File: src/rtl/spei_pkg.sv
/*
  Package for the shared pin and event input block: widths, bit positions,
  instruction class counts and interrupt latch indexing.
  Assumes nothing of its surroundings.
*/
package spei_pkg;
  localparam int SPEI_NIB_W = 4;
  localparam int SPEI_ADDR_W = 8;
  localparam int SPEI_PC_W = 12;
  localparam int SPEI_PC_PAGE_HI = 11;
  localparam int SPEI_PC_PAGE_LO = 6;
  localparam int SPEI_PAGE_W = SPEI_PC_PAGE_HI - SPEI_PC_PAGE_LO + 1;
  localparam int SPEI_INT_N = 6;
  localparam int SPEI_PORT_W = 4;
  // Shared port positions
  localparam int SPEI_CNT_A_BIT = 3;
  localparam int SPEI_CNT_B_BIT = 1;
  localparam int SPEI_SCK_BIT = 2;
  localparam int SPEI_SO_BIT = 1;
  localparam int SPEI_SI_BIT = 0;
  // Instruction classes
  localparam int SPEI_OPS_TOTAL = 90;
  localparam int SPEI_OPS_1B1C = 40;
  localparam int SPEI_OPS_1B2C = 11;
  localparam int SPEI_OPS_2B2C = 39;
  localparam logic [1:0] SPEI_ONE_BYTE = 2'h1;
  localparam logic [1:0] SPEI_TWO_BYTES = 2'h2;
  localparam logic [1:0] SPEI_ONE_CYCLE = 2'h1;
  localparam logic [1:0] SPEI_TWO_CYCLES = 2'h2;
  localparam int SPEI_MIN_PHASE_CYC = 2;
  localparam logic [1:0] SPEI_SYNC_RST = 2'h0;
  localparam logic SPEI_LATCH_RST = 1'b0;
  // Shift clock line idles high; its detector must reset to that level
  localparam logic SPEI_SCK_IDLE = 1'b1;

  typedef enum logic [1:0] {
    SPEI_CLS_1B1C = 2'h0,
    SPEI_CLS_1B2C = 2'h1,
    SPEI_CLS_2B2C = 2'h3
  } spei_cls_t;

  // Operation index 0..39 single byte fast, 40..50 single byte slow, rest two byte
  function automatic spei_cls_t spei_class(input logic [6:0] op);
    if (op < 7'(SPEI_OPS_1B1C))
      return SPEI_CLS_1B1C;
    else if (op < 7'(SPEI_OPS_1B1C + SPEI_OPS_1B2C))
      return SPEI_CLS_1B2C;
    else
      return SPEI_CLS_2B2C;
  endfunction
endpackage

File: src/rtl/spei_edge_if.sv
/*
  Interface carrying one synchronised input and its rising edge pulse.
  Assumes a single clock domain shared by both ends.
*/
`timescale 1ns/10ps
interface spei_edge_if;
  logic level;
  logic rise;
  modport det (output level, output rise);
  modport use_end (input level, input rise);
endinterface

File: src/rtl/spei_edge_det.sv
/*
  Two-stage synchroniser with rising edge detector on the synchronised samples.
  Assumes the pin input is held per phase for more than two cycles.
*/
`timescale 1ns/10ps
module spei_edge_det
  import spei_pkg::*;
#(
  parameter logic IDLE_LVL = 1'b0
)
(
  input wire logic clk_sys_i,
  input wire logic rst_i,
  input wire logic pin_i,
  spei_edge_if.det edge_o
);
  logic [1:0] sync;
  logic [1:0] next_sync;
  logic prev;
  logic next_prev;

  // First stage feeds only the second stage
  always_comb
  begin
    next_sync = {sync[0], pin_i};
    next_prev = sync[1];
  end

  always_ff @(posedge clk_sys_i or posedge rst_i)
  begin
    if (rst_i)
    begin
      // Reset to the pin's idle level so no false edge follows reset
      sync <= {2{IDLE_LVL}};
      prev <= IDLE_LVL;
    end
    else
    begin
      sync <= next_sync;
      prev <= next_prev;
    end
  end

  assign edge_o.level = sync[1];
  assign edge_o.rise = sync[1] & ~prev;
endmodule // spei_edge_det

File: src/rtl/spei_top.sv
/*
  Shared pin event inputs: counting inputs, serial pin sharing, pair address,
  interrupt qualification, program counter page and instruction class decode.
  Assumes pins synchronous to clk_sys_i, one clock per instruction cycle.
*/
`timescale 1ns/10ps
module spei_top
  import spei_pkg::*;
#(
  parameter int INT_N = SPEI_INT_N
)
(
  input wire logic clk_sys_i,
  input wire logic rst_i,
  input wire logic count_en_i,
  input wire logic serial_en_i,
  input wire logic [SPEI_PORT_W-1:0] port8_pin_i,
  input wire logic [SPEI_PORT_W-1:0] port8_latch_i,
  output logic [SPEI_PORT_W-1:0] port8_oe_o,
  output logic [SPEI_PORT_W-1:0] port8_in_o,
  input wire logic [SPEI_PORT_W-1:0] port9_pin_i,
  input wire logic [SPEI_PORT_W-1:0] port9_latch_i,
  output logic [SPEI_PORT_W-1:0] port9_oe_o,
  output logic [SPEI_PORT_W-1:0] port9_in_o,
  input wire logic sck_ext_i,
  input wire logic sck_drive_i,
  input wire logic sck_out_i,
  input wire logic so_data_i,
  output logic sck_rise_o,
  output logic si_data_o,
  input wire logic count_ack_a_i,
  input wire logic count_ack_b_i,
  output logic count_req_a_o,
  output logic count_req_b_o,
  input wire logic [INT_N-1:0] int_set_i,
  input wire logic [INT_N-1:0] int_clr_i,
  input wire logic master_int_set_i,
  input wire logic master_int_clr_i,
  input wire logic [INT_N-1:0] mask_wdata_i,
  input wire logic mask_we_i,
  output logic [INT_N-1:0] int_pending_o,
  output logic int_req_o,
  input wire logic [SPEI_NIB_W-1:0] pair_wdata_i,
  input wire logic upper_pair_we_i,
  input wire logic lower_pair_we_i,
  output logic [SPEI_ADDR_W-1:0] data_addr_o,
  input wire logic pc_step_i,
  input wire logic pc_page_we_i,
  input wire logic [SPEI_PAGE_W-1:0] pc_page_i,
  input wire logic pc_low_we_i,
  input wire logic [SPEI_PC_PAGE_LO-1:0] pc_low_i,
  output logic [SPEI_PC_W-1:0] pc_o,
  input wire logic [6:0] op_index_i,
  output logic [1:0] op_bytes_o,
  output logic [1:0] op_cycles_o,
  input wire logic test_i,
  output logic test_mode_o
);
  spei_edge_if cnt_a_if();
  spei_edge_if cnt_b_if();
  spei_edge_if sck_if();

  logic count_input_a;
  logic count_input_b;
  logic count_latch_a, next_count_latch_a;
  logic count_latch_b, next_count_latch_b;
  logic [INT_N-1:0] interrupt_request_latch, next_interrupt_request_latch;
  logic [INT_N-1:0] interrupt_enable_mask, next_interrupt_enable_mask;
  logic master_interrupt_enable, next_master_interrupt_enable;
  logic [SPEI_NIB_W-1:0] upper_pair_register, next_upper_pair_register;
  logic [SPEI_NIB_W-1:0] lower_pair_register, next_lower_pair_register;
  logic [SPEI_PC_W-1:0] pc, next_pc;
  logic [SPEI_PORT_W-1:0] p8_in, next_p8_in, p9_in, next_p9_in;
  logic si_data, next_si_data;
  logic [1:0] op_bytes, next_op_bytes, op_cycles, next_op_cycles;
  spei_cls_t cls;

  assign count_input_a = port8_pin_i[SPEI_CNT_A_BIT];
  assign count_input_b = port8_pin_i[SPEI_CNT_B_BIT];

  spei_edge_det u_cnt_a (.clk_sys_i(clk_sys_i), .rst_i(rst_i), .pin_i(count_input_a),
    .edge_o(cnt_a_if.det));
  spei_edge_det u_cnt_b (.clk_sys_i(clk_sys_i), .rst_i(rst_i), .pin_i(count_input_b),
    .edge_o(cnt_b_if.det));
  spei_edge_det #(.IDLE_LVL(SPEI_SCK_IDLE)) u_sck (.clk_sys_i(clk_sys_i), .rst_i(rst_i),
    .pin_i(sck_ext_i),
    .edge_o(sck_if.det));

  assign cls = spei_class(op_index_i);

  always_comb
  begin
    // Set wins over acknowledge so no edge is lost
    next_count_latch_a = count_en_i & cnt_a_if.rise ? 1'b1 :
      (count_ack_a_i ? 1'b0 : count_latch_a);
    next_count_latch_b = count_en_i & cnt_b_if.rise ? 1'b1 :
      (count_ack_b_i ? 1'b0 : count_latch_b);
    next_interrupt_request_latch = (interrupt_request_latch & ~int_clr_i) | int_set_i;
    next_interrupt_enable_mask = mask_we_i ? mask_wdata_i : interrupt_enable_mask;
    next_master_interrupt_enable = master_int_set_i ? 1'b1 :
      (master_int_clr_i ? 1'b0 : master_interrupt_enable);
    next_upper_pair_register = upper_pair_we_i ? pair_wdata_i : upper_pair_register;
    next_lower_pair_register = lower_pair_we_i ? pair_wdata_i : lower_pair_register;
    next_pc = pc;
    if (pc_step_i)
      next_pc = pc + SPEI_PC_W'(1);
    if (pc_page_we_i)
      next_pc[SPEI_PC_PAGE_HI:SPEI_PC_PAGE_LO] = pc_page_i;
    if (pc_low_we_i)
      next_pc[SPEI_PC_PAGE_LO-1:0] = pc_low_i;
    // Pin readback; counting and serial pins still read their raw level
    next_p8_in = port8_pin_i;
    next_p9_in = port9_pin_i;
    next_si_data = port9_pin_i[SPEI_SI_BIT];
    next_op_bytes = op_bytes;
    next_op_cycles = op_cycles;
    unique case (cls)
      SPEI_CLS_1B1C:
      begin
        next_op_bytes = SPEI_ONE_BYTE;
        next_op_cycles = SPEI_ONE_CYCLE;
      end
      SPEI_CLS_1B2C:
      begin
        next_op_bytes = SPEI_ONE_BYTE;
        next_op_cycles = SPEI_TWO_CYCLES;
      end
      SPEI_CLS_2B2C:
      begin
        next_op_bytes = SPEI_TWO_BYTES;
        next_op_cycles = SPEI_TWO_CYCLES;
      end
    endcase
  end

  always_ff @(posedge clk_sys_i or posedge rst_i)
  begin
    if (rst_i)
    begin
      count_latch_a <= SPEI_LATCH_RST;
      count_latch_b <= SPEI_LATCH_RST;
      interrupt_request_latch <= '0;
      interrupt_enable_mask <= '0;
      master_interrupt_enable <= 1'b0;
      upper_pair_register <= '0;
      lower_pair_register <= '0;
      pc <= '0;
      p8_in <= '0;
      p9_in <= '0;
      si_data <= 1'b0;
      op_bytes <= SPEI_ONE_BYTE;
      op_cycles <= SPEI_ONE_CYCLE;
    end
    else
    begin
      count_latch_a <= next_count_latch_a;
      count_latch_b <= next_count_latch_b;
      interrupt_request_latch <= next_interrupt_request_latch;
      interrupt_enable_mask <= next_interrupt_enable_mask;
      master_interrupt_enable <= next_master_interrupt_enable;
      upper_pair_register <= next_upper_pair_register;
      lower_pair_register <= next_lower_pair_register;
      pc <= next_pc;
      p8_in <= next_p8_in;
      p9_in <= next_p9_in;
      si_data <= next_si_data;
      op_bytes <= next_op_bytes;
      op_cycles <= next_op_cycles;
    end
  end

  // Open-drain: drive low where the latch holds zero, except counting pins while counting and serial pins in serial mode
  always_comb
  begin
    port8_oe_o = ~port8_latch_i;
    if (count_en_i)
    begin
      port8_oe_o[SPEI_CNT_A_BIT] = 1'b0;
      port8_oe_o[SPEI_CNT_B_BIT] = 1'b0;
    end
    port9_oe_o = ~port9_latch_i;
    if (serial_en_i)
    begin
      port9_oe_o[SPEI_SCK_BIT] = sck_drive_i & ~sck_out_i;
      port9_oe_o[SPEI_SO_BIT] = ~so_data_i;
      port9_oe_o[SPEI_SI_BIT] = 1'b0;
    end
  end

  assign port8_in_o = p8_in;
  assign port9_in_o = p9_in;
  assign si_data_o = si_data;
  assign sck_rise_o = serial_en_i & ~sck_drive_i & sck_if.rise;
  assign count_req_a_o = count_latch_a;
  assign count_req_b_o = count_latch_b;
  assign int_pending_o = interrupt_request_latch & interrupt_enable_mask;
  assign int_req_o = master_interrupt_enable & (|int_pending_o);
  assign data_addr_o = {upper_pair_register, lower_pair_register};
  assign pc_o = pc;
  assign op_bytes_o = op_bytes;
  assign op_cycles_o = op_cycles;
  // Test pin only reported; core must stay in normal mode while it is low
  assign test_mode_o = test_i;

  count_set_a: assert property (@(posedge clk_sys_i) disable iff (rst_i)
    count_en_i && cnt_a_if.rise |=> count_req_a_o)
    else $error("count latch a not set after rising edge");
  count_edge_a: assert property (@(posedge clk_sys_i) disable iff (rst_i)
    $rose(count_req_a_o) |-> $past(cnt_a_if.rise) && $past(count_en_i))
    else $error("count latch a set without edge");
  cnt_pin_a: assert property (@(posedge clk_sys_i) disable iff (rst_i)
    count_en_i |-> !port8_oe_o[SPEI_CNT_A_BIT] && !port8_oe_o[SPEI_CNT_B_BIT])
    else $error("counting pin driven while counting");
  ser_pin_a: assert property (@(posedge clk_sys_i) disable iff (rst_i)
    !serial_en_i |-> port9_oe_o == ~port9_latch_i)
    else $error("serial pins not behaving as port");
  pair_addr_a: assert property (@(posedge clk_sys_i) disable iff (rst_i)
    upper_pair_we_i && lower_pair_we_i |=> data_addr_o == {2{$past(pair_wdata_i)}})
    else $error("pair address wrong");
  int_gate_a: assert property (@(posedge clk_sys_i) disable iff (rst_i)
    int_req_o |-> master_interrupt_enable && |(interrupt_request_latch
    & interrupt_enable_mask))
    else $error("interrupt without enable");
  int_set_a: assert property (@(posedge clk_sys_i) disable iff (rst_i)
    int_set_i != '0 |=> (interrupt_request_latch & $past(int_set_i)) == $past(int_set_i))
    else $error("interrupt latch not set");
  pc_page_a: assert property (@(posedge clk_sys_i) disable iff (rst_i)
    pc_page_we_i |=> pc_o[SPEI_PC_PAGE_HI:SPEI_PC_PAGE_LO] == $past(pc_page_i))
    else $error("page field not loaded");
  op_class_a: assert property (@(posedge clk_sys_i) disable iff (rst_i)
    op_index_i >= 7'(SPEI_OPS_1B1C + SPEI_OPS_1B2C) && op_index_i < 7'(SPEI_OPS_TOTAL)
    |=> op_bytes_o == SPEI_TWO_BYTES && op_cycles_o == SPEI_TWO_CYCLES)
    else $error("two byte class wrong");
  op_fast_a: assert property (@(posedge clk_sys_i) disable iff (rst_i)
    op_index_i < 7'(SPEI_OPS_1B1C)
    |=> op_cycles_o == SPEI_ONE_CYCLE && op_bytes_o == SPEI_ONE_BYTE)
    else $error("one cycle class wrong");
  op_slow_a: assert property (@(posedge clk_sys_i) disable iff (rst_i)
    op_index_i >= 7'(SPEI_OPS_1B1C) && op_index_i < 7'(SPEI_OPS_1B1C + SPEI_OPS_1B2C)
    |=> op_cycles_o == SPEI_TWO_CYCLES && op_bytes_o == SPEI_ONE_BYTE)
    else $error("one byte slow class wrong");
endmodule // spei_top

File: config.mk
export PLATFORM = sky130hd
export DESIGN_NAME = spei_top
export DESIGN_NICKNAME = d
export VERILOG_FILES = /design/src/rtl/spei_pkg.sv /design/src/rtl/spei_edge_if.sv /design/src/rtl/spei_edge_det.sv /design/src/rtl/spei_top.sv
export SDC_FILE = /design/constraint.sdc
export NUM_CORES = 1
export LEC_CHECK = 0
export CORE_ASPECT_RATIO = 0.6
export CORE_MARGIN = 3
export CORE_UTILIZATION = 35
export CTS_CLUSTER_DIAMETER = 120
export DETAILED_ROUTE_END_ITERATION = 16
export DONT_BUFFER_PORTS = 1
export PLACE_DENSITY_LB_ADDON = 0.2
export SLEW_MARGIN = 40
export SYNTH_ARGS = -nofsm -noshare
export SYNTH_HDL_FRONTEND = slang
export SYNTH_SLANG_ARGS = --single-unit
File: constraint.sdc
create_clock -name clk_sys_i -period 4.22 [get_ports clk_sys_i]
set_input_delay 0.633 -clock clk_sys_i [delete_from_list [all_inputs] [get_ports clk_sys_i]]
set_output_delay 0.633 -clock clk_sys_i [all_outputs]
set_load 0.01 [all_outputs]
# Yosys cells after proc, flatten, opt, wreduce, memory -nomap -nowiden
# Index checks and enable logic that the tools add are counted.
[word_totals]
regBits = 57
output_inout_bits = 52
wordCells = 71
[classes]
n_addsub = 1
order_cmp = 2
n_eq_ne = 2
muxes = 16
n_bitwise = 21
n_reduce_logical = 9
[ops]
columns = ["op", "count"]
rows = [
  ["7-bit by 6-bit less-than comparator with 1-bit output (second input constant)", 2],
  ["12-bit by 1-bit adder with 12-bit output (second input constant)", 1],
  ["6-bit AND", 2],
  ["12-bit 2-to-1 mux", 1],
  ["6-bit 2-to-1 mux", 2],
  ["2-bit nonzero test", 5],
  ["1-bit AND", 9],
  ["1-bit 2-to-1 mux", 8],
  ["4-bit inverter", 2],
  ["2-bit one-hot mux with 2 select lines", 2],
  ["1-bit inverter", 6],
  ["6-bit inverter", 1],
  ["6-bit OR", 1],
  ["6-bit OR reduction", 1],
  ["2-bit 2-to-1 mux", 2],
  ["2-bit OR reduction", 2],
  ["3-bit 2-to-1 mux", 1],
  ["2-bit by 1-bit == test with 1-bit output (second input constant)", 1],
  ["2-bit == test (second input constant)", 1],
  ["2-bit logical NOT", 1],
]

# Logic depth before layout (Yosys ltp)
# Gate-level depths: netlist of the first run.
[depth]
word_depth = 6
depth_mapped = 4
mapped_depth_nobuf = 4

# By module
# A second synthesis of the first run with hierarchy kept.
[unflattened]
cells_unflattened = 186
hier_area_um2 = 2285.9
[modules_own_cells]
columns = ["module", "n_inst", "cells_per_inst", "area_each_um2", "seq_area_each_um2"]
rows = [
  ["spei_top", 1, 171, 2004.4, 1178.6],
  ["spei_edge_det at u_cnt_a ...", 2, 5, 92.6, 75.1],
  ["spei_edge_det at u_sck", 1, 5, 96.3, 78.8],
]

# Worst setup path before layout of the first run
# OpenSTA, ideal clock, no wires.
[synth_timing]
path_kind = "register -> output"
startpoint = "register interrupt_request_latch[4]"
endpoint = "output int_req_o"
arrival_ns = 1.325
required_time_ns = 3.587
slack_ns = 2.262
path_stages_with_launch = 4
path_cell_list = "dfrtp_1 -> and2_1 -> or4_1 -> o31a_1"
[synth_via]
elab_chain_cells = 3
[synth_lines]
columns = ["element", "line", "text"]
rows = [
  ["start: declaration", "spei_top.sv:67", "logic [INT_N-1:0] interrupt_request_latch, next_interrupt_request_latch;"],
  ["start signal: assignment", "spei_top.sv:158", "interrupt_request_latch <= next_interrupt_request_latch;"],
  ["6-bit AND", "spei_top.sv:196", "assign int_pending_o = interrupt_request_latch & interrupt_enable_mask;"],
  ["net int_pending_o[4]", "spei_top.sv:41", "output logic [INT_N-1:0] int_pending_o,"],
  ["6-bit OR reduction", "spei_top.sv:197", "assign int_req_o = master_interrupt_enable & (|int_pending_o);"],
  ["1-bit AND", "spei_top.sv:197", ""],
  ["end: declaration", "spei_top.sv:42", "output logic int_req_o,"],
]
# The timed path passes the listed nets, and every way through them passes these cells.

# Worst setup path after layout of the first run
# Same ends and word-level chain as after synthesis.

==> impl_results.md, run 1 <==
- Pre-CTS WS: ~2.2 ns
- RR Startpoint: pc_o[0]
- Sw Pwr: around 250 uW
- Final GP Congestion: just over 0.8
- Clk root buf: clkbuf_8
- Final Core Density: approximately two fifths
- Slew Viols, Final: 0
- TritonCTS clock tree: yes
- Final Net Count: 259
- Seq pwr share: between 60 and 70%
- Vias/cell: 5.30
- Die Y: a little under 70 um
- # setup viols final: 0
- Resize count post-CTS: 0
- Worst-margin pin slew: between 0.6 and 0.7 ns
- Switching Share: between 20% and 30%
- Syn Inst Count: ~180
- Setup TNS Final: 0 ns
- Share of cells above drive strength 1: between 10% and 20%
- Tcrit/Tclk final: 55.5%
- RSZ-0062 raised after global routing: no
- Clk pwr share: between 20 and 30%
- Worst setup margin: about 1.9 ns
- Outcome: completed
- Overflow after GRT: 0
- Final Hold Fails: 0
- Synth Cell Area: about 2200 um2
- Sequential cell area fraction in the yosys report: approximately three fifths
- Antenna violations before repair: 0
- Die W: between 100 and 150 um
- Fmax: 427 MHz
- Critical path required time: between 3 and 4 ns
- Clock buffer depth: 2
- Total CTS buffers: 5
- WP data arrival: 1.71 ns
- Syn Nets: between 200 and 300
- Max-cap violations: 0
- Skew final: roughly 0.0025 ns
- Met1 WL: ~1900 um
- Largest net degree at the start of global routing: 55
- Clock Pin Slew Worst Setup and Hold Paths: 0.09 ns
- All-layer global routing usage: 12.9%
- Die Area: a little over 7000 um2
- Met2 WL post-DR: 2280 um
- Min Tclk post-route: approximately 2.3 ns
- Initial core utilization: a little under two fifths
- I/O Pins: between 100 and 150
- Netlist cell types: 40
- Int Pwr: about 740 uW
- Slew Limit Headroom: 57.6%
- First-pass GRT wire length: between 6000 and 7000 um
- Final WL: just under 5000 um
- Combinational Power Share: 8.8%
- Num Clock Sinks: 54
- Static leakage: 0.00102 uW
- Register bit total from synthesis: between 50 and 60
- CP Class: flop to primary output
- Crit Path Max Fanout: 2
- Post-DP HPWL: 3790 um
- Core Area: slightly below 6000 um2
- Pwr Total: 989 uW
- CP Launch Type: flop
- Max VDD drop: approximately 260 uV
- ANT cells: 0
- Syn-to-layout area delta: 7.37%
- DR vias: 1395
- Pwr/cell area: roughly 420 nW/um2
- Yosys warning count: 0
- Starting DRT DRC Count: 44
- Post-Layout Cell Count: 263
- Total setup buffers inserted after CTS: 0
- Remaining DRCs: 0
- H-tree depth: 2
- PortBufs: 0
- Metal3 WL: about 630 um
- Placed insts: approximately 260
- Wire per inst: ~19 um
- Post-route ant nets: 0
- DRT Pass-1 Iters: 4
- Worst Hold Class: input port to asynchronous set/reset pin
- Top sig layer: met4
- Average size of a mapped cell: ~12 um2
- Hold buffers post-CTS: 0
- Crit. End Element: primary output
- Vias in the first global route: approximately 1400
- Worst-Skew Late Latency: around 0.30 ns
- CP Launch Point: interrupt_request_latch[4]
- FP Rows: 21
## power by group through the flow
| stage | registers, uW | logic (uW) | clock network, uW |
|---|---|---|---|
| finish | 614 | 86.9 | 288 |
| detailed placement | 624 | 89.0 | 0 |
| global route | 620 | 98.5 | 331 |
| floorplan | 610 | 80.6 | 0 |
| CTS | 614 | 88.9 | 305 |
| global placement | 622 | 84.2 | 0 |
## layer usage
| layer | up-vias | global-route usage [%] |
|---|---|---|
| li1 | 628 | - |
| met4 | 0 | 5.51 |
| met2 | 97 | 20.4 |
| met1 | 663 | 14.8 |
| met5 | - | 0 |
| met3 | 7 | 6.78 |
## path summary, 6_finish.rpt
path                                                 end  slack [ns]  depth (start not counted)
worst max-delay path                           int_req_o        1.88                          3
worst min-delay path            interrupt_enable_mask[4]        0.28                          1
worst max register to register                   pc_o[8]        2.59                          4
worst min register to register             u_sck.sync[1]        0.36                          0
max in group asynchronous         lower_pair_register[0]        3.51                          1
min in group clk_sys_i                     u_sck.sync[0]        0.32                          0
## cell usage in the layout (no fill, tap or decap), types with 6 or more instances in the layout
cell type / synthesis / final
o21ai_0: 8 / 8
a21o_1: 7 / 7
inv_1: 17 / 16
dfrtp_1: 49 / 49
clkbuf_8: 0 / 6
nor2_1: 7 / 7
nand2_1: 14 / 14
and2_1: 6 / 6
mux2_2: 14 / 14
## critical path: stages (launching register included)
cell and delay [ns]:
dfrtp_1 0.39, and2_1 0.20, or4_1 0.52, o31a_1 0.29
## cells in the mapped netlist
cell type / number / share of area [%]
nor4bb_1: 1 / 0.46
clkbuf_1: 2 / 0.34
nor3b_1: 1 / 0.34
mux2_2: 14 / 7.2
mux2i_1: 2 / 0.91
a22o_1: 1 / 0.40
nor2b_1: 2 / 0.57
dfstp_2: 5 / 6.0
and2_1: 6 / 1.7
or4_1: 5 / 1.7
o211ai_1: 2 / 0.69
a31oi_1: 2 / 0.57
and3_1: 1 / 0.29
dfrtp_1: 49 / 56
nor4b_1: 1 / 0.40
nor2_1: 7 / 1.2
inv_1: 17 / 2.9
xor2_1: 2 / 0.80
nand3_1: 5 / 1.1
or4b_1: 1 / 0.46
and4_1: 1 / 0.40
xnor2_1: 2 / 0.80
buf_2: 2 / 0.46
a211o_1: 2 / 0.80
o21ai_0: 8 / 1.8
buf_4: 2 / 0.69
a21o_1: 7 / 2.4
nand2b_1: 1 / 0.29
nand4_1: 3 / 0.86
ha_1: 1 / 0.57
o311ai_0: 2 / 0.80
a31o_2: 1 / 0.40
nand2_1: 14 / 2.4
a21oi_1: 1 / 0.23
o31a_1: 1 / 0.40
nand4_2: 1 / 0.57
nand3b_1: 1 / 0.34
o22ai_1: 2 / 0.57
o31ai_1: 2 / 0.69
nand3_2: 1 / 0.46
## final cells by class
cell class / instances / area (um2)
fillers: 526 / 3450
multi-input cells: 104 / 737
flip-flops and latches: 54 / 1360
inverters: 17 / 66.3
well taps: 80 / 100
clock inverters: 1 / 5.00
clock buffers: 7 / 86.3
## through the flow
step | cell area (um2) | hold WS (ns)
floorplan | 2190 | 0.345
global placement | 2260 | 0.351
CTS | 2350 | 0.299
finish | 2350 | 0.280
global route | 2350 | 0.279
detailed placement | 2260 | 0.347
## logic make-up (layout without fill, tap and decap cells)
family | count (synthesis) | in the layout | share of synthesized area, %
adders and majority gates | 1 | 1 | 0.571
xor gates and xnor gates | 4 | 4 | 1.60
and+or+nand+nor | 52 | 52 | 13.6
AOI/OAI and AO/OA | 31 | 31 | 9.77
muxes | 16 | 16 | 8.11
DFF | 54 | 54 | 62.0
buffers and inverters | 23 | 25 | 4.40
## flip-flops by register name (all words and copies together), names as in the netlist, 2 cells and up
register                 flops
interrupt_enable_mask        6
interrupt_request_latch      6
lower_pair_register          4
op_bytes_o                   2
op_cycles_o                  2
pc_o                        12
port8_in_o                   2
port9_in_o                   4
u_cnt_a.sync                 2
u_cnt_b.sync                 2
u_sck.sync                   2
upper_pair_register          4
No activity file was read; power rests on OpenSTA's default activity.
==> run 2, diff against run 1 <==
==> constraint.sdc (replaced) <==
create_clock -name clk_sys_i -period 1.91 [get_ports clk_sys_i]
set_input_delay 0.2865 -clock clk_sys_i [delete_from_list [all_inputs] [get_ports clk_sys_i]]
set_output_delay 0.2865 -clock clk_sys_i [all_outputs]
set_load 0.01 [all_outputs]
==> run 2 against run 1 <==
The run now ends with negative setup slack left. Global-route usage up 0.77 points. Cell count up 5.7%. Via count up 5.2%. Final area up 7.0%. Sequential power up 120%. Non-clock buffer count up 15. Die area unchanged. Worst hold slack worse by 0.21 ns. Critical endpoint unchanged. Largest power group unchanged.
==> impl_results.md, run 2 (synthesis results as in run 1) <==
- Worst Hold Class: input port to flop (was input port to asynchronous set/reset pin)
- Overflow after GRT: 0 (unchanged)
- Clock buffer depth: 2 (unchanged)
- CP Launch Type: flop (unchanged)
- ANT cells: 0 (unchanged)
- # setup viols final: 1 (was 0)
- Initial core utilization: 37.7% (unchanged)
- Die W: 108 um (unchanged)
- Tcrit/Tclk final: 104%
- Pwr/cell area: 893 nW/um2 (was 420 nW/um2)
- Met1 WL: 2070 um (was 1920 um)
- Antenna violations before repair: 0 (unchanged)
- Crit path largest cell delay: 0.53 ns (was 0.52 ns)
- Top sig layer: met4 (unchanged)
- Num Clock Sinks: 54 (unchanged)
- Crit Path Max Fanout: 2 (unchanged)
- I/O Pins: 128 (unchanged)
- Vias/cell: 5.28 (was 5.30)
- Commonest non-fill, non-tap cell in the layout: dfrtp_1 (unchanged)
- FP Rows: 21 (unchanged)
- Die Y: 67.3 um (unchanged)
- Critical path required time: 1.62 ns (was 3.59 ns)
- Pre-CTS WS: 0.185 ns (was 2.21 ns)
- Crit. End Element: primary output (unchanged)
- Final Hold Fails: 0 (unchanged)
- Met2 WL post-DR: 2470 um (was 2280 um)
- Vias in the first global route: 1567 (was 1443)
- Placed insts: 256 (was 255)
- Skew final: 0.00601 ns (was 0.00254 ns)
- PortBufs: 0 (unchanged)
- Core Area: 5810 um2 (unchanged)
- Post-DP HPWL: 4010 um (was 3790 um)
- Max reg flops: 12 (unchanged)
- Die Area: 7280 um2 (unchanged)
- Switching Share: 27.3% (was 25.7%)
- Max-cap violations: 0 (unchanged)
- Clock Pin Slew Worst Setup and Hold Paths: 0.10 ns (was 0.09 ns)
- Starting DRT DRC Count: 33 (was 44)
- Worst setup margin: -0.0751 ns (was 1.88 ns)
- Final WL: 5060 um (was 4890 um)
- H-tree depth: 2 (unchanged)
- CP cell instances: and2_4, or4_4, o31a_1 (was and2_1, or4_1, o31a_1)
- Seq pwr share: 60.4% (was 62.1%)
- Max stage delay cell, worst path: or4_4 (was or4_1)
- Final GP Congestion: 0.786 (was 0.806)
- CP Launch Point: interrupt_enable_mask[2] (was interrupt_request_latch[4])
- Min Tclk post-route: ~2.0 ns
- Clk pwr share: 29.3% (was 29.2%)
- TritonCTS clock tree: yes (unchanged)
- CP Class: flop to primary output (unchanged)
- Final Net Count: 274 (was 259)
- Static leakage: 0.00110 uW (was 0.00102 uW)
- Syn-to-layout area delta: 14.9% (was 7.37%)
- Slew Limit Headroom: 59.2% (was 57.6%)
- Largest net degree at the start of global routing: 29 (was 55)
- Fmax: slightly above 500 MHz
- WP data arrival: 1.70 ns (was 1.71 ns)
- Worst-Skew Late Latency: 0.30 ns (about the same)
- Most frequent cells in the layout: 49 x dfrtp_1, 16 x inv_1, 14 x nand2_1, 14 x mux2_2, 10 x dlygate4sd3_1 (was 49 x dfrtp_1, 16 x inv_1, 14 x nand2_1, 14 x mux2_2, 8 x o21ai_0)
- DR vias: 1468 (was 1395)
- Failing checks: negative setup slack
- RSZ-0062 raised after global routing: yes (was no)
- Min-delay src: int_set_i[1]
- Outcome: complete, but fails checks (was completed)
- Slew Viols, Final: 0 (unchanged)
- Wire per inst: 18.2 um (was 18.6 um)
- Worst-margin pin slew: 0.611 ns (was 0.636 ns)
- Share of cells above drive strength 1: 20.2% (was 16.4%)
- Int Pwr: 1640 uW (was 735 uW)
- All-layer global routing usage: 13.6% (was 12.9%)
- Setup TNS Final: -0.0751 ns (was 0 ns)
- RR Startpoint: pc_o[0] (unchanged)
- Metal3 WL: 495 um (was 632 um)
- First-pass GRT wire length: 7630 um (was 6840 um)
- DRT Pass-1 Iters: 4 (unchanged)
- Max VDD drop: 356 uV (was 263 uV)
- Post-Layout Cell Count: 278 (was 263)
- Sw Pwr: 613 uW (was 254 uW)
- Clk root buf: clkbuf_8 (unchanged)
- Remaining DRCs: 0 (unchanged)
- Post-route ant nets: 0 (unchanged)
- Combinational Power Share: 10.3% (was 8.8%)
- Total CTS buffers: 5 (unchanged)
-- run 2: what timing repair did --
item / in CTS / in global routing
hold endpoints to repair: 36 / 0
pin swaps: 4 / 4
setup buffers: 3 / 1
endpoints found under the setup margin: 1 / 1
hold buffers: 10 / 0
resized for setup: 3 / 1
-- run 2: layer usage --
metal	vias up	GRT usage [%]
met3	2	4.58
met5	-	0
met4	0	3.62
met2	88	22.8
li1	661	-
met1	717	17.2
-- run 2: critical path, delay by kind of cell (launching register included) --
| kind | cells | cell delay, ns |
|---|---|---|
| and+or+nand+nor | 2 | 0.71 |
| DFF | 1 | 0.40 |
| AOI/OAI and AO/OA | 1 | 0.29 |
-- run 2: area by class of cell --
type,instances,area (um2)
fill,535,3290
sequential,54,1360
multi-input combinational,104,748
timing repair buffer,15,150
tap,80,100
clock buffer,5,68.8
inverter,17,63.8
clock inverter,3,28.8
-- run 2: through the flow --
stage | instance area [um2] | util, % | power, uW | hold slack (ns)
final | 2520 | 43.4 | 2250 | 0.0709
after global routing | 2520 | 43.4 | 2390 | 0.0431
after CTS | 2510 | 43.2 | 2290 | 0.0543
after detailed placement | 2280 | 39.2 | 1580 | 0.283
after global placement | 2280 | 39.2 | 1570 | 0.257
after floorplan | 2190 | - | 1530 | 0.291
-- run 2: final timing paths --
path / to / slack [ns] / cells past startpoint
max reg2reg: pc_o[8] / 0.27 / 4
min: interrupt_request_latch[1] / 0.07 / 1
max in group asynchronous: u_sck.sync[0] / 0.77 / 3
min in group asynchronous: interrupt_request_latch[4] / 0.50 / 2
min reg2reg: u_sck.sync[1] / 0.36 / 0
max: int_req_o / -0.08 / 3
-- run 2: power by group through the flow --
stage                     Clock [uW]  Sequential, uW  Combinational (uW)
after floorplan                    0            1350                 178
after global placement             0            1370                 191
after detailed placement           0            1380                 203
after CTS                        695            1360                 234
after global routing             753            1370                 262
final                            659            1360                 233
==> run 3, diff against run 2 <==
==> constraint.sdc (replaced) <==
create_clock -name clk_sys_i -period 1.91 [get_ports clk_sys_i]
set_input_delay 0.382 -clock clk_sys_i [delete_from_list [all_inputs] [get_ports clk_sys_i]]
set_output_delay 0.382 -clock clk_sys_i [all_outputs]
set_load 0.01 [all_outputs]
==> run 3 against run 2 <==
Sequential share of layout area is 3.4 points higher. Non-clock buffer count decreased by 12. Worst setup slack got worse by 0.058 ns. Global-route usage fell by 0.35 points. The run still ends with negative setup slack left. Routed wire length fell by 2.0%. Power shrank 4.0%.
==> impl_results.md, run 3 (synthesis results as in run 1) <==
- Static leakage: 0.00103 uW (was 0.00110 uW)
- WP data arrival: 1.66 ns (was 1.70 ns)
- Fillers: 557 (was 535)
- Die Y: 67.3 um (unchanged)
- Starting DRT DRC Count: 16 (was 33)
- All-layer global routing usage: 13.3% (was 13.6%)
- Pwr Total: 2160 uW (was 2250 uW)
- PortBufs: 0 (unchanged)
- Clk root buf: clkbuf_8 (unchanged)
- DRT Pass-1 Iters: 4 (unchanged)
- Wire per inst: 18.6 um (was 18.2 um)
- Min Tclk post-route: 2.04 ns (was 1.99 ns)
- Hold buffers post-CTS: 0 (was 10)
- Largest net degree at the start of global routing: 28 (was 29)
- WHS: 0.0158 ns (was 0.0709 ns)
- ANT cells: 0 (unchanged)
- Fmax: 489 MHz (was 504 MHz)
- Most frequent cells in the layout: 49 x dfrtp_1, 16 x inv_1, 14 x nand2_1, 14 x mux2_2, 8 x o21ai_0 (was 49 x dfrtp_1, 16 x inv_1, 14 x nand2_1, 14 x mux2_2, 10 x dlygate4sd3_1)
- Overflow after GRT: 0 (unchanged)
- Crit Path Max Fanout: 2 (unchanged)
- Max-cap violations: 0 (unchanged)
- Syn-to-layout area delta: 8.17% (was 14.9%)
- Antenna violations before repair: 0 (unchanged)
- Max VDD drop: 316 uV (was 356 uV)
- Critical path required time: 1.53 ns (was 1.62 ns)
- H-tree depth: 2 (unchanged)
- Slew Limit Headroom: 64.6% (was 59.2%)
- FP Rows: 21 (unchanged)
- # setup viols final: 1 (unchanged)
- Crit. End Element: primary output (unchanged)
- RSZ-0062 raised after global routing: yes (unchanged)
- Post-route ant nets: 0 (unchanged)
- Commonest non-fill, non-tap cell in the layout: dfrtp_1 (unchanged)
- Skew final: 0.00241 ns (was 0.00601 ns)
- Num Clock Sinks: 54 (unchanged)
- Final Hold Fails: 0 (unchanged)
- Final GP Congestion: 0.788 (was 0.786)
- Max reg flops: 12 (unchanged)
- Final Net Count: 262 (was 274)
- Slew Viols, Final: 0 (unchanged)
- Total CTS buffers: 5 (unchanged)
- Post-DP HPWL: 4010 um (about the same)
- Worst-Skew Late Latency: 0.29 ns (was 0.30 ns)
- Tcrit/Tclk final: 107% (was 104%)
- Final WL: 4950 um (was 5060 um)
- Clock Pin Slew Worst Setup and Hold Paths: 0.09 ns (was 0.10 ns)
- DR vias: 1388 (was 1468)
- TritonCTS clock tree: yes (unchanged)
- Outcome: complete, but fails checks (unchanged)
- Worst Hold Class: input port to asynchronous set/reset pin (was input port to flop)
- Die W: 108 um (unchanged)
- CP Launch Type: flop (unchanged)
- Vias/cell: 5.22 (was 5.28)
- Vias in the first global route: 1479 (was 1567)
- Worst-margin pin slew: 0.524 ns (was 0.611 ns)
- Initial core utilization: 37.7% (unchanged)
- Worst setup margin: -0.133 ns (was -0.0751 ns)
- Clock buffer depth: 2 (unchanged)
- CP Class: flop to primary output (unchanged)
- Pwr/cell area: 911 nW/um2 (was 893 nW/um2)
- Die Area: 7280 um2 (unchanged)
- Core Area: 5810 um2 (unchanged)
- First-pass GRT wire length: 7330 um (was 7630 um)
- Failing checks: negative setup slack (unchanged)
- I/O Pins: 128 (unchanged)
- Share of cells above drive strength 1: 18.3% (was 20.2%)
- Remaining DRCs: 0 (unchanged)
## run 3: worst max-delay path, stage by stage, from the launching register on
cell and delay, ns:
dfrtp_1 0.39, and2_4 0.17, or4_1 0.51, o31a_1 0.29
## run 3: worst paths after layout
kind | startpoint | to | slack (ns) | depth (start not counted)
min | rst_i | interrupt_enable_mask[2] | 0.02 | 2
max | interrupt_enable_mask[5] | int_req_o | -0.13 | 3
min in group clk_sys_i | sck_ext_i | u_sck.sync[0] | 0.08 | 0
max reg2reg | pc_o[0] | pc_o[8] | 0.26 | 4
max in group asynchronous | rst_i | u_sck.sync[0] | 1.58 | 2
min reg2reg | u_sck.sync[0] | u_sck.sync[1] | 0.36 | 0
## run 3: layout make-up
class	count	area [um2]	share of cell area (%)
clock inverters	1	7.51	0.317
flip-flops and latches	54	1360	57.3
repair buffers	3	22.5	0.950
multi-input cells	104	742	31.3
clock buffers	7	76.3	3.22
well taps	80	100	4.22
inverters	17	63.8	2.69
## run 3: what timing repair did
item | 4_1_cts | 5_1_grt
setup endpoints to repair | 1 | 1
pin swaps | 4 | 1
setup buffers | 1 | 0
resized for setup | 2 | 0
## run 3: where the power goes
group	switching (uW)	total, uW	internal, uW	leakage (uW)
registers	119	1360	1240	0.000621
logic	103	203	100	0.000368
clock network	337	597	260	0.0000385
total	559	2160	1600	0.00103
## run 3: routing by layer
metal,vias up,global-route usage (%),share of wire [%]
met1,668,16.0,41
met2,83,22.1,48
met3,2,5.54,10
met5,-,0,0
met4,0,3.94,0.44
li1,635,-,-
## run 3: through the flow
step	area, um2	instances	utilization, %	setup WS [ns]	setup TNS [ns]
CTS	2370	266	40.8	-0.182	-0.182
finish	2370	266	40.8	-0.133	-0.133
detailed placement	2270	257	39.2	0.137	0
floorplan	2190	181	-	0.203	0
global placement	2270	257	39.2	0.168	0
global route	2370	266	40.8	-0.187	-0.187
